$ cat src/core/usr8_pkg.sv
// Constants, mode type and mode decode for the eight-bit universal shift register.
// Assumes a single 100 MHz system clock; all pins are sampled on it.
package usr8_pkg;

    // Register geometry
    localparam int unsigned REG_WIDTH  = 8;
    localparam int unsigned FIRST_BIT  = 0;
    localparam int unsigned LAST_BIT   = REG_WIDTH - 1;
    localparam logic [7:0]  REG_RESET  = 8'h00;

    // Snapshot buffer geometry
    localparam int unsigned SNAP_WIDTH = REG_WIDTH;
    localparam int unsigned SNAP_DEPTH = 4;

    // Clock rate, for reference of timing figures
    localparam int unsigned CLK_PERIOD_NS = 10;

    typedef enum logic [1:0]
    {
        MODE_HOLD,
        MODE_SHIFT_RIGHT,
        MODE_SHIFT_LEFT,
        MODE_LOAD
    } mode_t;

    // Two select inputs to one of four modes
    function automatic mode_t mode_decode(input logic sel_high, input logic sel_low);
        mode_t m;
        m = MODE_HOLD;
        case ({sel_high, sel_low})
            2'b00: m = MODE_HOLD;
            2'b01: m = MODE_SHIFT_RIGHT;
            2'b10: m = MODE_SHIFT_LEFT;
            default: m = MODE_LOAD;
        endcase
        return m;
    endfunction

endpackage

$ cat src/core/snap_fifo.sv
// Small synchronous FIFO with valid/ready on both sides.
// Assumes one clock and an active-low asynchronous reset.
`timescale 1ns/10ps
module snap_fifo
#(
    parameter int unsigned WIDTH = 8,
    parameter int unsigned DEPTH = 4
)
(
    input  wire logic             clk_i,
    input  wire logic             rstn_i,
    input  wire logic [WIDTH-1:0] in_data_i,
    input  wire logic             in_valid_i,
    output logic                  in_ready_o,
    output logic      [WIDTH-1:0] out_data_o,
    output logic                  out_valid_o,
    input  wire logic             out_ready_i
);

    localparam int unsigned PTR_W = (DEPTH > 1) ? $clog2(DEPTH) : 1;
    localparam int unsigned CNT_W = $clog2(DEPTH + 1);

    logic [WIDTH-1:0] mem_q [DEPTH];
    logic [PTR_W-1:0] wr_ptr_q;
    logic [PTR_W-1:0] wr_ptr_d;
    logic [PTR_W-1:0] rd_ptr_q;
    logic [PTR_W-1:0] rd_ptr_d;
    logic [CNT_W-1:0] count_q;
    logic [CNT_W-1:0] count_d;
    logic             push;
    logic             pop;

    function automatic logic [PTR_W-1:0] ptr_inc(input logic [PTR_W-1:0] p);
        logic [PTR_W-1:0] r;
        r = (p == PTR_W'(DEPTH - 1)) ? '0 : PTR_W'(p + 1'b1);
        return r;
    endfunction

    assign in_ready_o  = (count_q != CNT_W'(DEPTH));
    assign out_valid_o = (count_q != '0);
    assign out_data_o  = mem_q[rd_ptr_q];
    assign push        = in_valid_i && in_ready_o;
    assign pop         = out_valid_o && out_ready_i;

    always_comb
    begin
        wr_ptr_d = push ? ptr_inc(wr_ptr_q) : wr_ptr_q;
        rd_ptr_d = pop ? ptr_inc(rd_ptr_q) : rd_ptr_q;
        count_d  = count_q;
        if (push && !pop)
        begin
            count_d = CNT_W'(count_q + 1'b1);
        end
        else if (pop && !push)
        begin
            count_d = CNT_W'(count_q - 1'b1);
        end
    end

    always_ff @(posedge clk_i or negedge rstn_i)
    begin
        if (!rstn_i)
        begin
            wr_ptr_q <= '0;
            rd_ptr_q <= '0;
            count_q  <= '0;
        end
        else
        begin
            wr_ptr_q <= wr_ptr_d;
            rd_ptr_q <= rd_ptr_d;
            count_q  <= count_d;
        end
    end

    // Storage needs no reset; valid gates every read
    always_ff @(posedge clk_i)
    begin
        if (push)
        begin
            mem_q[wr_ptr_q] <= in_data_i;
        end
    end

endmodule // snap_fifo

$ cat src/core/univ_shift_reg.sv
// Eight-bit universal shift register: hold, shift right, shift left, parallel load.
// Assumes all pins synchronous to clk_i; the shift clock is a sampled input whose
// rising edge is the active transition. The far end resolves the shared port
// from parallel_io_o and parallel_io_oe_o.
`timescale 1ns/10ps
module univ_shift_reg
(
    input  wire logic       clk_i,
    input  wire logic       rstn_i,
    input  wire logic       mode_select_low_i,
    input  wire logic       mode_select_high_i,
    input  wire logic       port_disable_a_i,
    input  wire logic       port_disable_b_i,
    input  wire logic       register_reset_n_i,
    input  wire logic       shift_clock_i,
    input  wire logic       left_serial_in_i,
    input  wire logic       right_serial_in_i,
    input  wire logic [7:0] parallel_io_i,
    output logic      [7:0] parallel_io_o,
    output logic            parallel_io_oe_o,
    output logic            first_stage_serial_out_o,
    output logic            last_stage_serial_out_o,
    output logic      [7:0] snap_data_o,
    output logic            snap_valid_o,
    input  wire logic       snap_ready_i,
    output logic            snap_room_o,
    output logic            snap_lost_o
);

    // Mode and clock edge
    usr8_pkg::mode_t  mode;
    logic             clear_active;
    logic             sclk_q;
    logic             sclk_d;
    logic             sclk_rise;
    logic             step;

    // Register
    logic [7:0]       shreg_q;
    logic [7:0]       shreg_d;
    logic [7:0]       step_word;

    // Snapshot stream
    logic             snap_push_q;
    logic             snap_push_d;
    logic [7:0]       snap_word_q;
    logic [7:0]       snap_word_d;
    logic             snap_lost_q;
    logic             snap_lost_d;
    logic             fifo_in_ready;

    // Toward the last stage: every stage takes its lower neighbour, the first takes the fill
    function automatic logic [7:0] shift_toward_last
    (
        input logic [7:0] cur,
        input logic       fill
    );
        logic [7:0] nxt;
        nxt = {cur[usr8_pkg::LAST_BIT-1:usr8_pkg::FIRST_BIT], fill};
        return nxt;
    endfunction

    // Toward the first stage: every stage takes its upper neighbour, the last takes the fill
    function automatic logic [7:0] shift_toward_first
    (
        input logic [7:0] cur,
        input logic       fill
    );
        logic [7:0] nxt;
        nxt = {fill, cur[usr8_pkg::LAST_BIT:usr8_pkg::FIRST_BIT+1]};
        return nxt;
    endfunction

    // One shift or load step from the present contents
    function automatic logic [7:0] step_value
    (
        input usr8_pkg::mode_t m,
        input logic [7:0]      cur,
        input logic            sl_in,
        input logic            sr_in,
        input logic [7:0]      par_in
    );
        logic [7:0] nxt;
        nxt = cur;
        case (m)
            usr8_pkg::MODE_SHIFT_RIGHT:
            begin
                nxt = shift_toward_last(cur, sr_in);
            end
            usr8_pkg::MODE_SHIFT_LEFT:
            begin
                nxt = shift_toward_first(cur, sl_in);
            end
            usr8_pkg::MODE_LOAD:
            begin
                nxt = par_in;
            end
            default:
            begin
                nxt = cur;
            end
        endcase
        return nxt;
    endfunction

    // Select pins to mode; clear is a level above every mode
    always_comb
    begin
        mode         = usr8_pkg::mode_decode(mode_select_high_i, mode_select_low_i);
        clear_active = !register_reset_n_i;
    end

    // Shift clock edge detect; a clock already high at reset release
    // counts as a rise, so keep it low until the first request
    always_comb
    begin
        sclk_d = shift_clock_i;
    end

    always_ff @(posedge clk_i or negedge rstn_i)
    begin
        if (!rstn_i)
        begin
            sclk_q <= 1'b0;
        end
        else
        begin
            sclk_q <= sclk_d;
        end
    end

    assign sclk_rise = shift_clock_i && !sclk_q;

    // A step needs a fresh rise, clear released and a mode other than hold
    always_comb
    begin
        step = 1'b0;
        if (sclk_rise)
        begin
            if (clear_active)
            begin
                step = 1'b0;
            end
            else if (mode == usr8_pkg::MODE_HOLD)
            begin
                step = 1'b0;
            end
            else
            begin
                step = 1'b1;
            end
        end
    end

    // Value after a step, shared by the register and its snapshot
    always_comb
    begin
        step_word = step_value(mode, shreg_q, left_serial_in_i, right_serial_in_i, parallel_io_i);
    end

    // Register contents; disable inputs take no part here
    // Clear empties the register at the next edge; the pins read zero at once
    always_comb
    begin
        shreg_d = shreg_q;
        if (clear_active)
        begin
            shreg_d = usr8_pkg::REG_RESET;
        end
        else if (step)
        begin
            shreg_d = step_word;
        end
    end

    always_ff @(posedge clk_i or negedge rstn_i)
    begin
        if (!rstn_i)
        begin
            shreg_q <= usr8_pkg::REG_RESET;
        end
        else
        begin
            shreg_q <= shreg_d;
        end
    end

    // Clear shows at the pins in the same cycle, before the edge empties the register
    // The serial outputs never float, whatever the disables and select
    always_comb
    begin
        parallel_io_o            = shreg_q;
        first_stage_serial_out_o = shreg_q[usr8_pkg::FIRST_BIT];
        last_stage_serial_out_o  = shreg_q[usr8_pkg::LAST_BIT];
        if (clear_active)
        begin
            parallel_io_o            = usr8_pkg::REG_RESET;
            first_stage_serial_out_o = 1'b0;
            last_stage_serial_out_o  = 1'b0;
        end
    end

    // Port drives except in load or while floated; the far end waits for this
    // Both disables act alike; either one floats all eight terminals
    always_comb
    begin
        parallel_io_oe_o = 1'b1;
        if (port_disable_a_i || port_disable_b_i)
        begin
            parallel_io_oe_o = 1'b0;
        end
        else if (mode == usr8_pkg::MODE_LOAD)
        begin
            parallel_io_oe_o = 1'b0;
        end
        else
        begin
            parallel_io_oe_o = 1'b1;
        end
    end

    // Snapshot of each new value, pushed one cycle after the step
    // Clear and hold never push, since step stays low then
    always_comb
    begin
        snap_push_d = step;
        snap_word_d = snap_word_q;
        if (step)
        begin
            snap_word_d = step_word;
        end
    end

    always_ff @(posedge clk_i or negedge rstn_i)
    begin
        if (!rstn_i)
        begin
            snap_push_q <= 1'b0;
            snap_word_q <= usr8_pkg::REG_RESET;
        end
        else
        begin
            snap_push_q <= snap_push_d;
            snap_word_q <= snap_word_d;
        end
    end

    // Sticky loss flag; only reset clears it. A step cannot be refused,
    // so a full buffer drops the word rather than stalling the register
    always_comb
    begin
        snap_lost_d = snap_lost_q;
        if (snap_push_q && !fifo_in_ready)
        begin
            snap_lost_d = 1'b1;
        end
    end

    always_ff @(posedge clk_i or negedge rstn_i)
    begin
        if (!rstn_i)
        begin
            snap_lost_q <= 1'b0;
        end
        else
        begin
            snap_lost_q <= snap_lost_d;
        end
    end

    assign snap_lost_o = snap_lost_q;
    assign snap_room_o = fifo_in_ready;

    // Holds up to four snapshots until the consumer takes them
    snap_fifo
    #(
        .WIDTH (usr8_pkg::SNAP_WIDTH),
        .DEPTH (usr8_pkg::SNAP_DEPTH)
    )
    u_snap_fifo
    (
        .clk_i       (clk_i),
        .rstn_i      (rstn_i),
        .in_data_i   (snap_word_q),
        .in_valid_i  (snap_push_q),
        .in_ready_o  (fifo_in_ready),
        .out_data_o  (snap_data_o),
        .out_valid_o (snap_valid_o),
        .out_ready_i (snap_ready_i)
    );

endmodule // univ_shift_reg

$ cat config.mk
export PLATFORM = sky130hd
export DESIGN_NAME = univ_shift_reg
export DESIGN_NICKNAME = d
export VERILOG_FILES = /design/src/core/usr8_pkg.sv /design/src/core/snap_fifo.sv /design/src/core/univ_shift_reg.sv
export SDC_FILE = /design/constraint.sdc
export NUM_CORES = 1
export LEC_CHECK = 0
export ABC_AREA = 0
export ABC_CLOCK_PERIOD_IN_PS = 2500
export BUFFER_PORTS_ARGS = -buffer_cell sky130_fd_sc_hd__buf_4
export CORE_UTILIZATION = 56
export CTS_CLUSTER_SIZE = 20
export DETAILED_ROUTE_END_ITERATION = 10
export PLACE_DENSITY = 0.8
export SYNTH_ARGS = -nofsm -noshare
export SYNTH_HDL_FRONTEND = slang
export SYNTH_SLANG_ARGS = --single-unit
$ cat constraint.sdc
create_clock -name clk_i -period 2.5 [get_ports clk_i]
set_clock_uncertainty 0.15 [all_clocks]
set_input_delay 0.375 -clock clk_i [delete_from_list [all_inputs] [get_ports clk_i]]
set_output_delay 0.375 -clock clk_i [all_outputs]
set_load 0.02 [all_outputs]
==> results.sh, run 1 <==
export IMPL_run_status="completed"
export IMPL_ys_warnings_count=0
export IMPL_hold_violations=0
export IMPL_holdCritStartpoint="shift_clock_i"
export IMPL_synth_ff_latch_count=58
export IMPL_initial_utilization=0.590
export IMPL_place_area_um2=2900
export IMPL_first_pass_iters=4
export IMPL_r2r_end="u_snap_fifo.count_q[2]"
export IMPL_reg2regPathDepth=8
export IMPL_core_footprint_um2=4380
export IMPL_setup_total_negative_slack_ns=0
export IMPL_slew_viol_final=0
export IMPL_cap_violations=0
export IMPL_cts_htree_levels=3
export IMPL_cellInternalPower_w=0.00210
export IMPL_routed_wire_length_per_instance_um=17.7
export IMPL_synth_flop_cell="edfxtp_1"
export IMPL_std_cell_rows=24
export IMPL_reg2reg_setup_slack_ns=0.17
export IMPL_cts_root_buf="clkbuf_8"
export IMPL_clkSlewWorstSetupHoldPaths_ns=0.06
export IMPL_postSynthCellCount=174
export IMPL_postRouteAntennaNets=0
export IMPL_instances_no_fill=274
export IMPL_cp_data_arrival_time_ns=2.43
export IMPL_period_share=0.932
export IMPL_route_detailed_vias_per_inst=5.83
export IMPL_relative_contribution_of_the_clock_network_to_total_power=0.281
export IMPL_rr_startpoint="u_snap_fifo.count_q[0]"
export IMPL_mappedNetlistArea_um2=2590
export IMPL_synthDominantAreaCellType="edfxtp_1"
export IMPL_crit_path_max_fanout=4
export IMPL_setup_viol_count_final=0
export IMPL_cpMaxStageDelayCell="dfrtp_1"
export IMPL_layout_drive_gt1_share=0.306
export IMPL_wire_length_of_the_first_global_routing_pass_um=8090
export IMPL_seq_area_frac_synth=0.623
export IMPL_setup_worst_path_start="u_snap_fifo.count_q[0]"
export IMPL_power_share_combinational=0.253
export IMPL_hold_path_cell_count=1
export IMPL_cts_sinks=58
export IMPL_clock_path_buffers=2
export IMPL_ys_top_cells_by_count="edfxtp_1, dfrtp_1, and2_1"
export IMPL_postRouteWirelength_um=4850
export IMPL_endpoint_kind="flop"
export IMPL_power_ir_vdd_worst_mv=0.449
export IMPL_netSwitchingFraction=0.295
export IMPL_postCtsSetupRepairBufs=0
export IMPL_die_x_um=70.0
export IMPL_power_leakage_nw=1.29
export IMPL_quantity_of_i_o_buffers_inserted_on_ports=40
export IMPL_synth_top_area_frac=0.371
export IMPL_whs_ns=0.0381
export IMPL_clock_fmax_ghz=0.429
export IMPL_crit_top_cell="xor2_1"
export IMPL_synth_async_sr_flop_share=0.448
export IMPL_grt_overflow_total=0
export IMPL_syn_to_final_growth_pct=20.1
export IMPL_cp_start_kind="flop"
export IMPL_global_route_usage_total=0.223
export IMPL_critPathRequiredTime_ns=2.60
export IMPL_post_synth_top_count_cell="edfxtp_1"
export IMPL_finalInstanceArea_um2=3110
export IMPL_floorplan_io_pins=41
export IMPL_drt_drc_violations_left=0
export IMPL_synth_fp_nets=200
export IMPL_grt_start_max_net_pins=27
export IMPL_numPlacedInstances=257
export IMPL_finish_net_count=243
export IMPL_synth_edf_count=32
export IMPL_power_per_standard_cell_area_nw_per_um2=960
export IMPL_post_synth_num_cell_types=36
export IMPL_postSynthAreaPerCell_um2=14.9
export IMPL_antenna_found_initial=0
export IMPL_drtIter0Drc=121
export IMPL_rsz0062_at_grt="false"
export IMPL_seqPwrFrac=0.466
export IMPL_fillers=308
export IMPL_detailroute_via_count=1598
export IMPL_antenna_cells_inserted=0
export IMPL_whs_endpoint="sclk_q"
export IMPL_hpwl_um=3400
export IMPL_worstMarginPinSlew_ns=0.574
export IMPL_period_needed_ns=2.33
export IMPL_yosys_top_cells_area="edfxtp_1, dfrtp_1, mux4_2"
export IMPL_floorplan_die_area_um2=4900
export IMPL_die_height_um=70.0
export IMPL_net_switching_power_w=0.000881
export IMPL_cts_tree="built"
export IMPL_cts_buffers=9
export IMPL_insertion_delay_ns=0.33
export IMPL_worst_path_cell_chain="or3_1, nand2_1, ha_1, inv_1, fa_1, xor2_1, nor2_1, xor2_1"
export IMPL_max_slew_margin_rel=0.618
export IMPL_grt_pass1_vias=1657
export IMPL_place_gp_congestion=0.815
export IMPL_min_path_type="primary input to flop"
export IMPL_timing_critical_path_slowest_cell_delay_ns=0.44
export IMPL_setup_crit_path_kind="flop to flop"
-- kinds of logic after synthesis --
kind of cell | after synthesis | synth area share
AOI/OAI and AO/OA | 23 | 0.0827
xor gates and xnor gates | 3 | 0.0102
adders and majority gates | 7 | 0.0368
buffers and inverters | 16 | 0.0334
DFF | 58 | 0.623
muxes | 19 | 0.115
and+or+nand+nor | 48 | 0.0996
-- layout by cell type (no fill, tap or decap), types with 3 or more instances in the layout --
cell type,instances
mux4_2,8
nand4_1,4
nor2_1,11
and2_1,12
clkinv_1,3
mux2_2,5
o2bb2ai_1,4
nand2_1,9
clkbuf_8,11
a221o_1,10
inv_1,5
buf_4,42
mux2i_1,6
ha_1,6
edfxtp_1,32
dfrtp_1,26
-- worst max-delay path: cells and delay by family (launching register included) --
kind          cells  cell delay (ns)
fa+ha+maj         2             0.57
buf+inv           1             0.06
xor+xnor          2             0.32
flops             1             0.44
simple gates      3             0.70
-- power groups by stage --
stage | combinational, W | clock [W] | sequential [W]
2_1_floorplan | 0.000571 | 0 | 0.00130
3_3_place_gp | 0.000730 | 0 | 0.00138
3_5_place_dp | 0.000762 | 0 | 0.00141
4_1_cts | 0.000766 | 0.000855 | 0.00139
5_1_grt | 0.000816 | 0.000900 | 0.00142
6_report | 0.000756 | 0.000839 | 0.00139
-- layer usage --
layer / vias to the layer above / GRT usage / share of wire
met5: - / 0 / 0
met4: 0 / 0.0867 / 0.013
met3: 8 / 0.0779 / 0.051
met2: 60 / 0.366 / 0.51
met1: 785 / 0.272 / 0.43
li1: 745 / - / -
-- how the worst max path moves through the flow --
stage                                         to  slack (ns)  cells past startpoint
after floorplan           u_snap_fifo.count_q[2]        0.26                      8
after global placement    u_snap_fifo.count_q[2]        0.37                      8
after detailed placement  u_snap_fifo.count_q[2]        0.21                      8
after CTS                         snap_data_o[2]        0.13                      2
after global routing      u_snap_fifo.count_q[2]        0.07                      8
final                     u_snap_fifo.count_q[2]        0.17                      8
-- final cells by class --
cell class                 count  area [um2]  area share
clock inverter                 4        41.3      0.0133
multi-input combinational    100         890       0.286
clock buffer                  12         155      0.0499
inverter                       5        18.8     0.00604
sequential                    58        1610       0.519
tap                           52        65.1      0.0209
timing repair buffer          43         325       0.105
-- timing repair --
action,4_1_cts,5_1_grt
hold buffers,1,0
endpoints found under the setup margin,0,0
endpoints found under the hold margin,26,0
gates resized for setup,0,0
-- registers in the layout, indices dropped and copies added, names as in the netlist --
| name | count |
|---|---|
| snap_lost_o | 1 |
| u_snap_fifo.count_q | 3 |
| snap_word_q | 8 |
| shreg_q | 8 |
| u_snap_fifo.rd_ptr_q | 2 |
| sclk_q | 1 |
| u_snap_fifo.wr_ptr_q | 2 |
| u_snap_fifo.mem_q | 32 |
| snap_push_q | 1 |
-- through the flow --
step            util  power (W)  setup WS, ns
4_1_cts        0.709    0.00301         0.134
5_1_grt        0.709    0.00313        0.0720
3_3_place_gp   0.662    0.00211         0.370
3_5_place_dp   0.662    0.00217         0.208
2_1_floorplan      -    0.00187         0.261
6_report       0.709    0.00298         0.170
(Power assumes the default switching activity.)
==> run 2, diff against run 1 <==
--- a/config.mk
+++ b/config.mk
@@ -11,7 +11,10 @@
 export CORE_UTILIZATION = 56
 export CTS_CLUSTER_SIZE = 20
 export DETAILED_ROUTE_END_ITERATION = 10
+export GPL_TIMING_DRIVEN = 0
 export PLACE_DENSITY = 0.8
 export SYNTH_ARGS = -nofsm -noshare
 export SYNTH_HDL_FRONTEND = slang
+export SYNTH_HIERARCHICAL = 1
 export SYNTH_SLANG_ARGS = --single-unit
+export TNS_END_PERCENT = 100
==> run 2 against run 1 <==
Compared with the run above: area after synthesis grew 1.3%; highest routed layer unchanged; cell count grew 5.1%; first-iteration DRC count up 14%; clock power fell by 3.7%; global-route usage is 0.96 points higher.
==> results.sh, run 2 <==
export IMPL_run_status="completed"
export IMPL_grt_start_max_net_pins=27
export IMPL_post_synth_top_count_cell="edfxtp_1"
export IMPL_insertion_delay_ns=0.33
export IMPL_power_per_standard_cell_area_nw_per_um2=946
export IMPL_layout_setup_ws_ns=0.136
export IMPL_place_gp_congestion=0.855
export IMPL_synthDominantAreaCellType="edfxtp_1"
export IMPL_cap_violations=0
export IMPL_antenna_cells_inserted=0
export IMPL_clkSlewWorstSetupHoldPaths_ns=0.07
export IMPL_grt_overflow_total=0
export IMPL_cp_start_kind="flop"
export IMPL_antenna_found_initial=0
export IMPL_seq_area_frac_synth=0.615
export IMPL_syn_to_final_growth_pct=21.4
export IMPL_relative_contribution_of_the_clock_network_to_total_power=0.268
export IMPL_cts_sinks=58
export IMPL_crit_top_cell="xor2_1"
export IMPL_postRouteWirelength_um=5270
export IMPL_routed_wire_length_per_instance_um=18.3
export IMPL_route_met2_wl_um=2650
export IMPL_route_met3_wl_um=322
export IMPL_top_register="u_snap_fifo/mem_q"
export IMPL_power_share_combinational=0.289
export IMPL_netSwitchingFraction=0.307
export IMPL_min_path_type="primary input to flop"
export IMPL_critPathRequiredTime_ns=2.61
export IMPL_postSynthAreaPerCell_um2=14.6
export IMPL_worstMarginPinSlew_ns=0.506
export IMPL_synthAdderAreaFrac=0.0363
export IMPL_multiplexer_fraction_of_the_synthesized_cell_area=0.117
export IMPL_initial_utilization=0.594
export IMPL_ys_top_cells_by_count="edfxtp_1, dfrtp_1, nand2_1"
export IMPL_period_share=0.946
export IMPL_holdCritStartpoint="shift_clock_i"
export IMPL_postRouteAntennaNets=0
export IMPL_cp_data_arrival_time_ns=2.47
export IMPL_synth_flop_cell="edfxtp_1"
export IMPL_slew_viol_final=0
export IMPL_first_pass_iters=4
export IMPL_route_layer_met1_wl_um=2230
export IMPL_die_height_um=70.4
export IMPL_post_synth_num_cell_types=43
export IMPL_cts_buffers=9
export IMPL_number_of_flip_flops_in_the_largest_register=32
export IMPL_crit_path_max_fanout=4
export IMPL_yosys_top_cells_area="edfxtp_1, dfrtp_1, mux4_2"
export IMPL_net_switching_power_w=0.000923
export IMPL_finish_net_count=257
export IMPL_die_x_um=70.4
export IMPL_layout_drive_gt1_share=0.352
export IMPL_setup_crit_path_kind="flop to flop"
export IMPL_cts_repair_resized=0
export IMPL_power_leakage_nw=1.35
export IMPL_timing_critical_path_slowest_cell_delay_ns=0.49
export IMPL_std_cell_rows=24
export IMPL_wire_length_of_the_first_global_routing_pass_um=8480
export IMPL_cts_root_buf="clkbuf_8"
export IMPL_global_route_usage_total=0.233
export IMPL_synth_fp_nets=205
export IMPL_hpwl_um=3650
export IMPL_period_needed_ns=2.36
export IMPL_route_detailed_vias_per_inst=6.03
export IMPL_grt_pass1_vias=1726
export IMPL_max_slew_margin_rel=0.663
export IMPL_most_common_cell_after_layout_fill_and_taps_aside="buf_4"
export IMPL_power_ir_vdd_worst_mv=0.387
export IMPL_reg_largest_list="u_snap_fifo/mem_q: 32 flops, shreg_q: 8 flops, snap_word_q: 8 flops"
export IMPL_cellInternalPower_w=0.00209
export IMPL_cts_tree="built"
export IMPL_mappedNetlistArea_um2=2620
export IMPL_cpMaxStageDelayCell="or3_2"
export IMPL_synth_edf_count=32
export IMPL_quantity_of_i_o_buffers_inserted_on_ports=40
export IMPL_clock_fmax_ghz=0.423
export IMPL_seqPwrFrac=0.442
export IMPL_synth_async_sr_flop_share=0.448
export IMPL_postSynthCellCount=179
export IMPL_pre_cts_ws_ns=0.167
export IMPL_layout_cells_most_common_list="buf_4, edfxtp_1, dfrtp_1"
export IMPL_total_power_w=0.00301
export IMPL_setup_total_negative_slack_ns=0
export IMPL_topRoutingLayerUsed="met4"
export IMPL_synth_top_family_by_area="simple AND/OR/NAND/NOR gates"
export IMPL_ys_warnings_count=6
export IMPL_drt_drc_violations_left=0
export IMPL_detailroute_via_count=1737
export IMPL_post_synthesis_compound_gate_area_fraction=0.0754
export IMPL_floorplan_io_pins=41
export IMPL_rsz0062_at_grt="false"
export IMPL_floorplan_die_area_um2=4960
export IMPL_synth_ff_latch_count=58
export IMPL_core_footprint_um2=4410
export IMPL_worst_path_cell_chain="or3_2, nand2_1, ha_1, inv_1, fa_1, xor2_1, nor2_1, xor2_1"
export IMPL_synth_xor_xnor_area_share=0.0100
export IMPL_final_core_utilization=0.721
export IMPL_setup_worst_path_start="u_snap_fifo/count_q[0]"
export IMPL_setup_viol_count_final=0
export IMPL_drtIter0Drc=138
export IMPL_hold_violations=0
export IMPL_rr_startpoint="u_snap_fifo/count_q[0]"
export IMPL_endpoint_kind="flop"
export IMPL_cts_htree_levels=3
export IMPL_yosys_area_share_simple=0.117
export IMPL_whs_ns=0.0394
export IMPL_clock_path_buffers=2
export IMPL_synth_top_area_frac=0.367
-- run 2: changes by cell type after synthesis, sizes merged, moves of 3 or more --
cell,previous run,this run
nor2,11,8
nand3,2,5
and3,0,6
nand2,9,12
and2,13,10
o2bb2ai,4,1
a221o,10,7
o211ai,0,3
-- run 2: through the flow --
stage / instance area [um2] / std cells
floorplan: 2620 / 179
global placement: 2990 / 271
detailed placement: 2990 / 271
CTS: 3180 / 288
global route: 3180 / 288
finish: 3180 / 288
-- run 2: critical path, delay by kind of cell, from the launching register on --
| family | cells | cell delay (ns) |
|---|---|---|
| and+or+nand+nor | 3 | 0.76 |
| adders and majority gates | 2 | 0.58 |
| DFF | 1 | 0.44 |
| xor gates and xnor gates | 2 | 0.30 |
| buffers and inverters | 1 | 0.06 |
-- run 2: cell type report --
class / instances / area [um2]
plain buffers: 11 / 58.8
clock buffers: 10 / 128
clock inverters: 6 / 57.6
fillers: 295 / 1230
inverters: 5 / 18.8
multi-input cells: 105 / 932
flip-flops and latches: 58 / 1610
well taps: 52 / 65.1
repair buffers: 41 / 310
-- run 2: what timing repair did --
item,4_1_cts,5_1_grt
buffers inserted,0,0
hold buffers,1,0
endpoints found under the hold margin,26,0
-- run 2: power groups by stage --
stage	clock, W	combinational [W]	sequential (W)
finish	0.000808	0.000871	0.00133
global route	0.000859	0.000942	0.00136
CTS	0.000819	0.000883	0.00133
detailed placement	0	0.000872	0.00135
global placement	0	0.000839	0.00132
floorplan	0	0.000593	0.00131
-- run 2: logic make-up (layout without fill, tap and decap cells) --
family	after synthesis	in the layout
AOI/OAI and AO/OA	22	22
and+or+nand+nor	54	54
xor gates and xnor gates	3	3
muxes	19	19
DFF	58	58
buffers and inverters	16	73
adders and majority gates	7	7
-- run 2: path summary, 6_finish.rpt --
path                                               end  slack [ns]  cells past startpoint
worst min-delay path                            sclk_q        0.04                      1
min in group asynchronous       u_snap_fifo/count_q[0]        0.34                      2
worst max-delay path            u_snap_fifo/count_q[2]        0.14                      8
worst max register to register  u_snap_fifo/count_q[2]        0.14                      8
max in group asynchronous                   shreg_q[5]        1.61                      2
worst min register to register             snap_lost_o        0.32                      1
-- run 2: routing by layer --
layer | GRT usage | vias to the layer above
met5 | 0 | -
met4 | 0.0978 | 0
met3 | 0.0592 | 8
met2 | 0.378 | 85
met1 | 0.298 | 852
li1 | - | 792
==> run 3, diff against run 2 <==
--- a/config.mk
+++ b/config.mk
@@ -5,14 +5,14 @@
 export SDC_FILE = /design/constraint.sdc
 export NUM_CORES = 1
 export LEC_CHECK = 0
-export ABC_AREA = 0
+export ABC_AREA = 1
 export ABC_CLOCK_PERIOD_IN_PS = 2500
 export BUFFER_PORTS_ARGS = -buffer_cell sky130_fd_sc_hd__buf_4
 export CORE_UTILIZATION = 56
 export CTS_CLUSTER_SIZE = 20
 export DETAILED_ROUTE_END_ITERATION = 10
 export GPL_TIMING_DRIVEN = 0
-export PLACE_DENSITY = 0.8
+export PLACE_DENSITY = 0.79
 export SYNTH_ARGS = -nofsm -noshare
 export SYNTH_HDL_FRONTEND = slang
 export SYNTH_HIERARCHICAL = 1
==> run 3 against run 2 <==
Compared with the run above: clock-buffer cell count up 4; die area rose by 5.9%; fmax increased by 15%; area after synthesis is 6.1% higher; first-iteration DRC count down 15%; largest power group unchanged; synthesized cell count up 58%; critical path depth decreased by 3; combinational power is 24% higher; critical path type is now flop to output port; flip-flop and latch count is the same; highest routed layer unchanged.
==> results.sh, run 3 <==
export IMPL_yosys_top_cells_area="edfxtp_1, dfrtp_1, nand2_1"
export IMPL_cts_tree="built"
export IMPL_synth_ff_latch_count=58
export IMPL_cap_violations=0
export IMPL_grt_met2_usage=0.380
export IMPL_initial_utilization=0.585
export IMPL_post_synth_num_cell_types=23
export IMPL_worstMarginPinSlew_ns=0.842
export IMPL_route_detailed_vias_per_inst=5.02
export IMPL_synth_fp_nets=309
export IMPL_worst_setup_path_endpoint="snap_data_o[2]"
export IMPL_detailroute_via_count=2040
export IMPL_global_route_usage_total=0.227
export IMPL_whs_ns=0.0279
export IMPL_insertion_delay_ns=0.32
export IMPL_period_share=0.819
export IMPL_setup_total_negative_slack_ns=0
export IMPL_setup_viol_count_final=0
export IMPL_hold_violations=0
export IMPL_die_x_um=72.5
export IMPL_crit_path_max_fanout=10
export IMPL_grt_start_max_net_pins=27
export IMPL_busiest_layer="met2"
export IMPL_quantity_of_i_o_buffers_inserted_on_ports=39
export IMPL_cp_start_kind="flop"
export IMPL_postSynthAreaPerCell_um2=9.82
export IMPL_layout_cells_most_common_list="nand2_1, buf_4, inv_1"
export IMPL_std_cell_rows=25
export IMPL_most_common_cell_after_layout_fill_and_taps_aside="nand2_1"
export IMPL_mappedNetlistArea_um2=2780
export IMPL_hpwl_um=3690
export IMPL_synth_top_area_frac=0.346
export IMPL_synth_edf_count=32
export IMPL_clock_path_buffers=2
export IMPL_power_leakage_nw=1.69
export IMPL_first_pass_iters=6
export IMPL_rsz0062_at_grt="false"
export IMPL_grt_overflow_total=0
export IMPL_cts_buffers=9
export IMPL_seq_area_frac_synth=0.580
export IMPL_antenna_cells_inserted=0
export IMPL_max_slew_margin_rel=0.437
export IMPL_grt_util_met1=0.287
export IMPL_use_met3=0.0514
export IMPL_floorplan_io_pins=41
export IMPL_setup_crit_path_kind="flop to output port"
export IMPL_die_height_um=72.5
export IMPL_drtIter0Drc=117
export IMPL_post_synth_top_count_cell="nand2_1"
export IMPL_numPlacedInstances=389
export IMPL_endpoint_kind="output port"
export IMPL_run_status="completed"
export IMPL_setup_worst_path_start="u_snap_fifo/rd_ptr_q[1]"
export IMPL_clock_fmax_ghz=0.488
export IMPL_synth_flop_cell="edfxtp_1"
export IMPL_slew_viol_final=0
export IMPL_antenna_found_initial=0
export IMPL_synthDominantAreaCellType="edfxtp_1"
export IMPL_postSynthCellCount=283
export IMPL_postRouteAntennaNets=0
export IMPL_ys_warnings_count=6
export IMPL_place_gp_congestion=0.914
export IMPL_reg2reg_setup_slack_ns=0.49
export IMPL_power_ir_vdd_worst_mv=0.437
export IMPL_critPathRequiredTime_ns=1.98
export IMPL_ys_top_cells_by_count="nand2_1, inv_1, nand3_1"
export IMPL_reg_largest_list="u_snap_fifo/mem_q: 32 flops, shreg_q: 8 flops, snap_word_q: 8 flops"
export IMPL_power_per_standard_cell_area_nw_per_um2=935
export IMPL_clkSlewWorstSetupHoldPaths_ns=0.06
export IMPL_cts_sinks=58
export IMPL_routed_wire_length_per_instance_um=13.1
export IMPL_cts_root_buf="clkbuf_8"
export IMPL_wire_length_of_the_first_global_routing_pass_um=8710
export IMPL_cp_data_arrival_time_ns=1.52
export IMPL_min_path_type="primary input to flop"
export IMPL_layout_drive_gt1_share=0.230
export IMPL_rr_startpoint="u_snap_fifo/count_q[0]"
export IMPL_postRouteWirelength_um=5330
export IMPL_r2r_end="u_snap_fifo/count_q[2]"
export IMPL_top_register="u_snap_fifo/mem_q"
export IMPL_cts_repair_resized=0
export IMPL_instances_no_fill=406
export IMPL_grt_pass1_vias=1873
export IMPL_synth_async_sr_flop_share=0.448
export IMPL_syn_to_final_growth_pct=20.8
export IMPL_finish_net_count=360
export IMPL_drt_drc_violations_left=0
export IMPL_core_footprint_um2=4750
export IMPL_cts_htree_levels=3
export IMPL_number_of_flip_flops_in_the_largest_register=32
export IMPL_floorplan_die_area_um2=5250
export IMPL_reg2regPathDepth=10
export IMPL_period_needed_ns=2.05
export IMPL_final_core_utilization=0.707
==> run 3: worst max-delay path: stages, from the launching register on <==
cell,delay [ns]
dfrtp_1,0.41
buf_6,0.16
inv_1,0.26
o211ai_1,0.14
nand2_1,0.10
buf_4,0.14
==> run 3: report_power, final <==
part           switching, W  total [W]  leakage, nW  internal [W]
sequential         0.000103    0.00125        0.630       0.00115
clock              0.000332   0.000802       0.0993      0.000470
combinational      0.000632    0.00108        0.961      0.000452
==> run 3: cells by family after synthesis <==
logic type / Yosys count / share of synthesized area
AO/OA/AOI/OAI: 24 / 0.0639
XOR/XNOR: 1 / 0.00315
adder cells (fa/ha/maj): 7 / 0.0342
buffers and inverters: 59 / 0.105
flip-flops: 58 / 0.580
AND/OR/NAND/NOR: 134 / 0.214
==> run 3: layer usage <==
metal / routed length (um) / share of wire
met1: 2400 / 0.45
met3: 267 / 0.050
met2: 2620 / 0.49
met5: 0 / 0
met4: 36 / 0.0068
==> run 3: per-stage QoR <==
stage | instance area, um2 | worst slack, ns | power (W)
2_1_floorplan | 2780 | 0.523 | 0.00198
3_3_place_gp | 3160 | 0.559 | 0.00231
3_5_place_dp | 3160 | 0.514 | 0.00236
4_1_cts | 3360 | 0.443 | 0.00317
5_1_grt | 3360 | 0.362 | 0.00333
6_report | 3360 | 0.453 | 0.00314
==> run 3: how the worst min path moves through the flow <==
stage	startpoint	end	slack (ns)	cells after the start
final	shift_clock_i	sclk_q	0.03	1
after global routing	shift_clock_i	sclk_q	0.006	1
after CTS	shift_clock_i	sclk_q	0.01	1
after detailed placement	rstn_i	snap_lost_o	0.15	1
after global placement	rstn_i	sclk_q	0.15	1
after floorplan	rstn_i	sclk_q	-0.07	0
==> run 3: area by class of cell <==
cell class,count,area [um2]
Multi-Input combinational cell,166,876
Fill cell,382,1400
Inverter,45,171
Clock inverter,2,8.76
Buffer,14,121
Timing Repair Buffer,40,303
Clock buffer,14,184
Sequential cell,58,1610
Tap cell,67,83.8
==> run 3: timing repair <==
action                     4_1_cts  5_1_grt
hold endpoints to repair        26        0
hold buffers                     1        0
setup endpoints to repair        0        0
setup buffers                    0        0
